File: config.mk
export PLATFORM = sky130hd
export DESIGN_NAME = general_control
export DESIGN_NICKNAME = d
export VERILOG_FILES = /design/src/rtl/general_control_pkg.sv /design/src/rtl/general_control.sv
export SDC_FILE = /design/constraint.sdc
export NUM_CORES = 1
export LEC_CHECK = 0
export BUFFER_PORTS_ARGS = -buffer_cell sky130_fd_sc_hd__buf_2
export CAP_MARGIN = 20
export CORE_MARGIN = 4
export CORE_UTILIZATION = 40
export CTS_CLUSTER_DIAMETER = 50
export DETAILED_ROUTE_END_ITERATION = 10
export PLACE_DENSITY_LB_ADDON = 0.2
export RECOVER_POWER = 100
export SLEW_MARGIN = 20
export SYNTH_ARGS = -nofsm -noshare
export SYNTH_HDL_FRONTEND = slang
export SYNTH_SLANG_ARGS = --single-unit
File: constraint.sdc
create_clock -name clk_i -period 1.6 [get_ports clk_i]
set_clock_uncertainty 0.15 [all_clocks]
set_input_delay 0.16 -clock clk_i [delete_from_list [all_inputs] [get_ports clk_i]]
set_output_delay 0.16 -clock clk_i [all_outputs]
set_load 0.01 [all_outputs]
File: src/rtl/general_control_pkg.sv
// Constants and types for the upper general control register
// Overview of operation
// - 32-bit read/write register at D0h, resets zero
// - Bit 25 low, no GPIO: pair five is PCI arbitration
// - Bit 25 high, no GPIO: PC/PCI channel B
// - GPIO use-select high: pair five is GPIO
// - Bit 24 hides bridge: AD22 held low in bridge config cycles
// - Bit 21 makes numeric error a C2 break
// - Bits 19:18 are plain scratch storage
// - Bit 13 low: no interrupt 13, no ignore
// - Numeric error latches interrupt 13 until F0h write
// - Numeric error also drives ignore output active
// - Bit 12 latches keyboard edge until 60h read
// - Bit 11 latches mouse edge until 60h read
package general_control_pkg;
   localparam logic [7:0]  GENERAL_CONTROL_OFFSET = 8'hD0;
   localparam logic [31:0] GENERAL_CONTROL_RESET  = 32'h0000_0000;
   localparam logic [31:0] GENERAL_CONTROL_MASK   = 32'h032C_3800;
   localparam int          PAIR_FIVE_PROTOCOL_BIT = 25;
   localparam int          HIDE_BRIDGE_BIT        = 24;
   localparam int          NUMERIC_BREAK_BIT      = 21;
   localparam int          SCRATCH_HI_BIT         = 19;
   localparam int          SCRATCH_LO_BIT         = 18;
   localparam int          COPROC_ERROR_BIT       = 13;
   localparam int          KEYBOARD_LATCH_BIT     = 12;
   localparam int          MOUSE_LATCH_BIT        = 11;
   localparam int          PIN_COUNT              = 4;
   localparam int          PIN_REQ5               = 0;
   localparam int          PIN_NUMERIC_ERR        = 1;
   localparam int          PIN_IRQ1               = 2;
   localparam int          PIN_IRQ12              = 3;
   localparam logic [3:0]  PIN_IDLE               = 4'h3;
   typedef enum logic [1:0] {PAIR_PCI, PAIR_PCPCI, PAIR_GPIO} pair_mode_t;
endpackage : general_control_pkg

File: src/rtl/general_control.sv
// Upper general control register and the logic it steers
`timescale 1ns/10ps
`default_nettype none
module general_control
(
   input  wire logic        clk_i,
   input  wire logic        rst_i,
   input  wire logic        cfg_wr_i,
   input  wire logic        cfg_rd_i,
   input  wire logic [7:0]  cfg_addr_i,
   input  wire logic [3:0]  cfg_be_i,
   input  wire logic [31:0] cfg_wdata_i,
   output logic      [31:0] cfg_rdata_o,
   output logic             cfg_ack_o,
   input  wire logic        gpio_use_sel_i,
   input  wire logic        req5_n_i,
   input  wire logic        arb_gnt5_i,
   input  wire logic        dmab_gnt_i,
   input  wire logic        gpo5_i,
   output logic             gnt5_n_o,
   output logic             arb_req5_o,
   output logic             dmab_req_o,
   output logic             gpi5_o,
   input  wire logic        bridge_cfg_cycle_i,
   input  wire logic        ad22_i,
   output logic             ad22_o,
   input  wire logic        c2_state_i,
   input  wire logic        numeric_error_in_n_i,
   output logic             break_event_o,
   input  wire logic        port_f0_wr_i,
   output logic             irq13_o,
   output logic             ignore_numeric_error_out_n_o,
   input  wire logic        irq1_i,
   input  wire logic        irq12_i,
   input  wire logic        port_60_rd_i,
   output logic             irq1_o,
   output logic             irq12_o
);

   // Register storage and access
   logic [31:0] ctrl_r;
   logic [31:0] ctrl_nxt;
   logic [31:0] rdata_r;
   logic [31:0] rdata_nxt;
   logic        ack_r;
   logic        ack_nxt;
   logic        hit;
   logic [31:0] be_mask;

   assign hit = cfg_addr_i[7:2] == general_control_pkg::GENERAL_CONTROL_OFFSET[7:2];

   always_comb
   begin
      be_mask   = {{8{cfg_be_i[3]}}, {8{cfg_be_i[2]}}, {8{cfg_be_i[1]}}, {8{cfg_be_i[0]}}};
      ctrl_nxt  = ctrl_r;
      rdata_nxt = 32'h0000_0000;
      ack_nxt   = cfg_wr_i | cfg_rd_i;
      if (cfg_wr_i && hit)
      begin
         ctrl_nxt = ((ctrl_r & ~be_mask) | (cfg_wdata_i & be_mask))
                    & general_control_pkg::GENERAL_CONTROL_MASK;
      end
      if (cfg_rd_i && hit)
      begin
         rdata_nxt = ctrl_r & general_control_pkg::GENERAL_CONTROL_MASK;
      end
   end

   always_ff @(posedge clk_i)
   begin
      if (rst_i)
      begin
         ctrl_r  <= general_control_pkg::GENERAL_CONTROL_RESET;
         rdata_r <= 32'h0000_0000;
         ack_r   <= 1'b0;
      end
      else
      begin
         ctrl_r  <= ctrl_nxt;
         rdata_r <= rdata_nxt;
         ack_r   <= ack_nxt;
      end
   end

   assign cfg_rdata_o = rdata_r;
   assign cfg_ack_o   = ack_r;

   // Pin synchronisers; a change counts once stages two and three agree
   logic [general_control_pkg::PIN_COUNT-1:0] pin_raw;
   logic [general_control_pkg::PIN_COUNT-1:0] pin_f;
   logic [general_control_pkg::PIN_COUNT-1:0] pin_prev;

   assign pin_raw = {irq12_i, irq1_i, numeric_error_in_n_i, req5_n_i};

   genvar g;
   generate
      for (g = 0; g < general_control_pkg::PIN_COUNT; g++)
      begin : sync_g
         logic s1_r;
         logic s2_r;
         logic s3_r;
         logic f_r;
         logic p_r;
         logic f_nxt;
         always_comb
         begin
            f_nxt = (s2_r == s3_r) ? s3_r : f_r;
         end
         always_ff @(posedge clk_i)
         begin
            if (rst_i)
            begin
               // Idle level, so no false request or edge follows reset
               s1_r <= general_control_pkg::PIN_IDLE[g];
               s2_r <= general_control_pkg::PIN_IDLE[g];
               s3_r <= general_control_pkg::PIN_IDLE[g];
               f_r  <= general_control_pkg::PIN_IDLE[g];
               p_r  <= general_control_pkg::PIN_IDLE[g];
            end
            else
            begin
               s1_r <= pin_raw[g];
               s2_r <= s1_r;
               s3_r <= s2_r;
               f_r  <= f_nxt;
               p_r  <= f_r;
            end
         end
         assign pin_f[g]    = f_r;
         assign pin_prev[g] = p_r;
      end
   endgenerate

   // Pair five routing
   general_control_pkg::pair_mode_t mode;
   logic gnt5_n_r;
   logic gnt5_n_nxt;
   logic arb_req_r;
   logic arb_req_nxt;
   logic dmab_req_r;
   logic dmab_req_nxt;
   logic gpi_r;
   logic gpi_nxt;
   logic req_act;

   assign req_act = ~pin_f[general_control_pkg::PIN_REQ5];

   always_comb
   begin
      if (gpio_use_sel_i)
         mode = general_control_pkg::PAIR_GPIO;
      else if (ctrl_r[general_control_pkg::PAIR_FIVE_PROTOCOL_BIT])
         mode = general_control_pkg::PAIR_PCPCI;
      else
         mode = general_control_pkg::PAIR_PCI;
      gnt5_n_nxt   = 1'b1;
      arb_req_nxt  = 1'b0;
      dmab_req_nxt = 1'b0;
      gpi_nxt      = 1'b0;
      unique case (mode)
         general_control_pkg::PAIR_PCI:
         begin
            arb_req_nxt = req_act;
            gnt5_n_nxt  = ~arb_gnt5_i;
         end
         general_control_pkg::PAIR_PCPCI:
         begin
            dmab_req_nxt = req_act;
            gnt5_n_nxt   = ~dmab_gnt_i;
         end
         general_control_pkg::PAIR_GPIO:
         begin
            gpi_nxt    = pin_f[general_control_pkg::PIN_REQ5];
            gnt5_n_nxt = gpo5_i;
         end
      endcase
   end

   // Bridge hiding, break event and coprocessor error
   logic ad22_r;
   logic ad22_nxt;
   logic brk_r;
   logic brk_nxt;
   logic irq13_r;
   logic irq13_nxt;
   logic ignore_n_r;
   logic ignore_n_nxt;
   logic num_err_act;
   logic copr_en;

   assign num_err_act = ~pin_f[general_control_pkg::PIN_NUMERIC_ERR];
   assign copr_en  = ctrl_r[general_control_pkg::COPROC_ERROR_BIT];

   always_comb
   begin
      ad22_nxt = ad22_i & ~(ctrl_r[general_control_pkg::HIDE_BRIDGE_BIT] & bridge_cfg_cycle_i);
      brk_nxt  = ctrl_r[general_control_pkg::NUMERIC_BREAK_BIT] & c2_state_i & num_err_act;
      if (!copr_en)
         irq13_nxt = 1'b0;
      else
         irq13_nxt = (irq13_r & ~port_f0_wr_i) | num_err_act;
      ignore_n_nxt = ~(copr_en & num_err_act);
   end

   // Keyboard and mouse interrupt latches
   logic [1:0] irq_lvl;
   logic [1:0] irq_rise;
   logic [1:0] irq_en;
   logic [1:0] latch_r;
   logic [1:0] latch_nxt;
   logic [1:0] irq_out_r;
   logic [1:0] irq_out_nxt;

   assign irq_lvl  = {pin_f[general_control_pkg::PIN_IRQ12], pin_f[general_control_pkg::PIN_IRQ1]};
   assign irq_rise = irq_lvl & ~{pin_prev[general_control_pkg::PIN_IRQ12], pin_prev[general_control_pkg::PIN_IRQ1]};
   assign irq_en   = {ctrl_r[general_control_pkg::MOUSE_LATCH_BIT], ctrl_r[general_control_pkg::KEYBOARD_LATCH_BIT]};

   always_comb
   begin
      for (int i = 0; i < 2; i++)
      begin
         if (irq_en[i])
         begin
            latch_nxt[i]   = (latch_r[i] & ~port_60_rd_i) | irq_rise[i];
            irq_out_nxt[i] = latch_nxt[i];
         end
         else
         begin
            latch_nxt[i]   = 1'b0;
            irq_out_nxt[i] = irq_lvl[i];
         end
      end
   end

   always_ff @(posedge clk_i)
   begin
      if (rst_i)
      begin
         gnt5_n_r   <= 1'b1;
         arb_req_r  <= 1'b0;
         dmab_req_r <= 1'b0;
         gpi_r      <= 1'b0;
         ad22_r     <= 1'b0;
         brk_r      <= 1'b0;
         irq13_r    <= 1'b0;
         ignore_n_r <= 1'b1;
         latch_r    <= 2'h0;
         irq_out_r  <= 2'h0;
      end
      else
      begin
         gnt5_n_r   <= gnt5_n_nxt;
         arb_req_r  <= arb_req_nxt;
         dmab_req_r <= dmab_req_nxt;
         gpi_r      <= gpi_nxt;
         ad22_r     <= ad22_nxt;
         brk_r      <= brk_nxt;
         irq13_r    <= irq13_nxt;
         ignore_n_r <= ignore_n_nxt;
         latch_r    <= latch_nxt;
         irq_out_r  <= irq_out_nxt;
      end
   end

   assign gnt5_n_o                     = gnt5_n_r;
   assign arb_req5_o                   = arb_req_r;
   assign dmab_req_o                   = dmab_req_r;
   assign gpi5_o                       = gpi_r;
   assign ad22_o                       = ad22_r;
   assign break_event_o                = brk_r;
   assign irq13_o                      = irq13_r;
   assign ignore_numeric_error_out_n_o = ignore_n_r;
   assign irq1_o                       = irq_out_r[0];
   assign irq12_o                      = irq_out_r[1];

   // Checks
   full_write_a: assert property (@(posedge clk_i) disable iff (rst_i)
      cfg_wr_i && hit && cfg_be_i == 4'hF |=> ctrl_r == ($past(cfg_wdata_i) & general_control_pkg::GENERAL_CONTROL_MASK))
      else $error("register write not stored");
   reserved_zero_a: assert property (@(posedge clk_i) disable iff (rst_i)
      cfg_rd_i |=> (cfg_rdata_o & ~general_control_pkg::GENERAL_CONTROL_MASK) == 32'h0000_0000 && cfg_ack_o)
      else $error("reserved bits read nonzero");
   pci_pair_a: assert property (@(posedge clk_i) disable iff (rst_i)
      !gpio_use_sel_i && !ctrl_r[25] |=> gnt5_n_o == !$past(arb_gnt5_i) && !dmab_req_o)
      else $error("pci pair routing wrong");
   pcpci_pair_a: assert property (@(posedge clk_i) disable iff (rst_i)
      !gpio_use_sel_i && ctrl_r[25] |=> gnt5_n_o == !$past(dmab_gnt_i) && !arb_req5_o)
      else $error("pc pci routing wrong");
   gpio_pair_a: assert property (@(posedge clk_i) disable iff (rst_i)
      gpio_use_sel_i |=> gnt5_n_o == $past(gpo5_i) && !arb_req5_o && !dmab_req_o)
      else $error("gpio routing wrong");
   hide_bridge_a: assert property (@(posedge clk_i) disable iff (rst_i)
      ctrl_r[24] && bridge_cfg_cycle_i |=> !ad22_o)
      else $error("ad22 asserted while hidden");
   break_gate_a: assert property (@(posedge clk_i) disable iff (rst_i)
      ##1 break_event_o == $past(ctrl_r[21] && c2_state_i && num_err_act))
      else $error("break event wrong");
   scratch_hold_a: assert property (@(posedge clk_i) disable iff (rst_i)
      !(cfg_wr_i && hit) |=> $stable(ctrl_r[19:18]))
      else $error("scratch bits changed");
   copr_off_a: assert property (@(posedge clk_i) disable iff (rst_i)
      !copr_en |=> !irq13_o && ignore_numeric_error_out_n_o)
      else $error("coprocessor error while disabled");
   irq13_hold_a: assert property (@(posedge clk_i) disable iff (rst_i)
      irq13_o && copr_en && !port_f0_wr_i |=> irq13_o)
      else $error("interrupt 13 dropped early");
   ignore_drive_a: assert property (@(posedge clk_i) disable iff (rst_i)
      copr_en && num_err_act |=> !ignore_numeric_error_out_n_o && irq13_o)
      else $error("ignore output not driven");
   kbd_latch_a: assert property (@(posedge clk_i) disable iff (rst_i)
      irq_en[0] && irq_rise[0] |=> irq1_o [*2] ##0 1'b1 or port_60_rd_i || !irq_en[0])
      else $error("keyboard edge not latched");
   mouse_pass_a: assert property (@(posedge clk_i) disable iff (rst_i)
      !irq_en[1] |=> irq12_o == $past(irq_lvl[1]))
      else $error("mouse bypass wrong");
endmodule : general_control
`default_nettype wire

---- Word-level counts from Yosys, hierarchy flattened ----
Index checks and enable logic that the tools add are counted.
word-level totals
  register bits after elaboration ......... 71
  bits in writable memories ............... 0
  logic and storage cells ................. 88
  memories ................................ 0
  output and inout port bits .............. 43
  latch bits .............................. 0
  ROM bits ................................ 0
operators by class
  bitwise logic cells ..................... 33
  muxes and demuxes ....................... 5
  order comparisons ....................... 0
  eq/ne operators ......................... 7
  shifts and indexed selects .............. 0
  add/subtract/negate cells ............... 0
  multiply operators ...................... 0
  reduce and logical (&&, ||, !) cells .... 10
  divide/modulo/power cells ............... 0
operator list
  kind                                                  number
  AND 26 bit                                            2
  inverter 26 bit                                       1
  OR 26 bit                                             1
  inverter 1 bit                                        15
  OR reduction 2 bit                                    7
  AND 1 bit                                             8
  equality test 6 bit (second input constant)           1
  equality test 1 bit                                   4
  OR 1 bit                                              4
  2-to-1 mux 1 bit                                      3
  one-hot mux 1 bit (3 select lines)                    1
  AND 2 bit                                             1
  equality test 2 x 1 -> 1 bit (second input constant)  1
  equality test 2 bit (second input constant)           1
  logical AND 1 bit                                     2
  zero test 2 bit                                       1
  2-to-1 mux 2 bit                                      1
  inverter 2 bit                                        1

---- Longest topological paths before layout ----
  depth in word-level cells ............... 5
  gate-level depth with buffers ........... 3
  gate-level depth less buffers ........... 3

---- Worst setup path after synthesis ----
No wires, ideal clock.
  kind .................................... input port to flip-flop
  from .................................... in cfg_addr_i[3]
  to ...................................... reg (tool-made name)
  slack ................................... 0.288 ns
  arrival time ............................ 1.090 ns
  stages on the path ...................... 3
  library setup time ...................... 0.072 ns
  buffers on the path ..................... 0
  path through ............................ or4b_4 > nor2_4 > mux2i_1
RTL lines
  item                line                   RTL
  start: declaration  general_control.sv:10  input wire logic [7:0] cfg_addr_i,

---- Final worst setup path ----
  from .................................... in bridge_cfg_cycle_i
  to ...................................... reg ad22_r (netlist: ad22_o)
between the ends
  longest elaborated chain between the ends .. 3
RTL lines
  item                    line                    RTL
  start: declaration      general_control.sv:24   input wire logic bridge_cfg_cycle_i,
  AND 1 bit               general_control.sv:196  ad22_nxt = ad22_i & ~(ctrl_r[general_control_pkg::HIDE_BRIDGE_BIT] & bridge_cfg_cycle_i);
  inverter 1 bit          general_control.sv:196
  AND 1 bit               general_control.sv:196
  end signal: assignment  general_control.sv:256  ad22_r <= ad22_nxt;
  end: declaration        general_control.sv:180  logic ad22_r;
Every way passes these cells.
A chain may end at the register's enable or synchronous reset.

==> out/qor.csv <==
metric,value,unit
outcome,"finished, final reports clean",
finalCritPeriodShare,0.938,
hold_violations,0,
io_pins,104,
num-nets-final,307,
cap_violations,0,
drcViolationCount,0,
cts_tree,done,
grt_first_pass_wirelength,5320,um
ir_drop,0.687,mV
synth_top_area_share,0.528,
cts-buffers-inserted,5,
core,0.00432,mm^2
dieArea,0.00559,mm^2
cp.arrival,1.59,ns
synth_warnings,0,
gp_congestion,0.731,
ys_types,31,
synth_area,0.00178,mm^2
synth-compound-area-share,0.0723,
worst_slew_pin_slew,0.530,ns
muxShareOfSynthArea,0.0281,
cts_sinks,47,
drive_above_1_share,0.215,
synth_top_family_by_area,simple AND/OR/NAND/NOR gates,
synth_edf_count,0,
via_count,1280,
setup-tns-final,0,ns
htree_num_levels,2,
critPathKind,in2reg,
synth-simple-area-share,0.249,
total_power,2.09,mW
p_leak,0.896,nW
crit_path_end_kind,flop,
grt_overflow_total,0,
slew_viol_final,0,
cts_buffer_depth,2,
start_util,0.412,
dr.first_iter.drc_count,52,
critPathLaunchType,input port,
drt-total-wl,3310,um
synthAdderAreaFrac,0,
max_freq,666,MHz
diodes,0,
hpwl,2310,um
grt_max_degree,24,
setup_viol,0,
synth_flop_cell,dfxtp_1,
postSynthCellCount,173,
synth-xor-area-share,0,
synthArstFlopShare,0,
hp-class,in2reg,
regArea,941,um^2
netlist_top_cells_count,"dfxtp_1 (47), buf_4 (24), nor2b_1 (11), a21oi_1 (10), and2_1 (8)",
synth.area.top_cells,"dfxtp_1 (53%), buf_4 (10%), nor2b_1 (3.9%)",
critPathRequiredTime,1.69,ns
cp_max_fo,1,
rsz0062_at_grt,false,
area_delta_synth_final,25.0,%
die_width,74.7,um
dp_slack,0.0989,ns
slew_headroom,0.642,
ys_seq_area_frac,0.528,
grtUsageTotal,0.124,
viasPerCell,4.28,
clock_latency,0.29,ns
antenna_found_initial,0,
setup_ws,0.0993,ns
ctsRootBufferMaster,clkbuf_8,
yosys.area.top_type,dfxtp_1,
path_clk_slew,0.08,ns
pwr_density_cell,938,mW/mm^2
period_minus_slack,1.50,ns
multi_input_area,689,um^2
ys_ff_latch,47,
yosysMostFrequentCell,dfxtp_1,
portBuffers,52,
ant_nets,0,
syn_area_per_cell,10.3,um^2
post_drt_wl_per_cell,11.1,um
grt_pass1_vias,1208,
rows,24,
fill_cells,456,
drt_first_pass_iters,4,
die_h,74.7,um
## repair_timing
action | in CTS | in global routing
resized for setup | 0 | 0
hold buffers | 18 | 0
hold endpoints to repair | 18 | 0
setup buffers | 0 | 0
## area by class of cell
type,instances,area share
Clock inverter,2,0.00730
Tap cell,52,0.0292
Timing Repair Buffer,71,0.189
Multi-Input combinational cell,118,0.310
Inverter,3,0.00506
Sequential cell,47,0.422
Clock buffer,6,0.0371
## routing by layer
layer  up-vias  routed length [um]  global-route usage
li1        672                   -                   -
met1       574                1430               0.152
met2        32                1640               0.207
met3         2                 226              0.0481
met4         0                  13              0.0296
met5         -                   0                   0
## through the flow
step / hold WS [ns] / area (um^2) / utilization / instances
4_1_cts: 0.0497 / 2280 / 0.527 / 299
5_1_grt: 0.0575 / 2230 / 0.515 / 299
2_1_floorplan: 0.0817 / 1870 / - / 196
3_5_place_dp: 0.196 / 2000 / 0.462 / 273
6_report: 0.0607 / 2230 / 0.515 / 299
3_3_place_gp: 0.195 / 2000 / 0.462 / 273
## power by group
group | total [mW] | switching, mW | internal, mW
registers | 1.19 | 0.00622 | 1.19
clock network | 0.734 | 0.382 | 0.353
logic | 0.161 | 0.0789 | 0.0821
total | 2.09 | 0.467 | 1.62
## final timing paths
path | startpoint | end | slack [ns] | cells past startpoint
worst max-delay path | bridge_cfg_cycle_i | ad22_o | 0.1 | 4
worst min-delay path | cfg_addr_i[5] | flop | 0.06 | 4
worst max register to register | flop | ad22_o | 0.32 | 2
worst min register to register | sync_g[1].s1_r | sync_g[1].s2_r | 0.26 | 1
## worst max-delay path, stage by stage
cell and delay, ns:
dlygate4sd3_1 0.53, buf_2 0.12, a211oi_1 0.21, dlygate4sd3_1 0.56
## cell usage in the layout, fill, tap and decap left out, types with 2 or more instances in the layout
master         count
and2_1             5
a21oi_1           10
conb_1            24
a22oi_1            2
o21ai_0            5
clkbuf_1          21
nand2b_1           7
and2_0             3
nand4_1            3
nand2_1            4
dlygate4sd3_1     18
or2b_2             5
buf_2             31
mux2i_1            5
inv_1              3
o21bai_1           2
a211oi_1           2
clkbuf_8           6
nand3_1            3
nor2_1             8
nor2b_1           11
nor4b_1            2
dfxtp_1           47
nor3b_1            2
or2_2              7
## logic make-up after synthesis
| family | count (synthesis) |
|---|---|
| AO/OA/AOI/OAI | 22 |
| buffers and inverters | 31 |
| flip-flops | 47 |
| multiplexers | 5 |
| other | 1 |
| AND/OR/NAND/NOR | 67 |
Power figures use the tool's default switching activity.
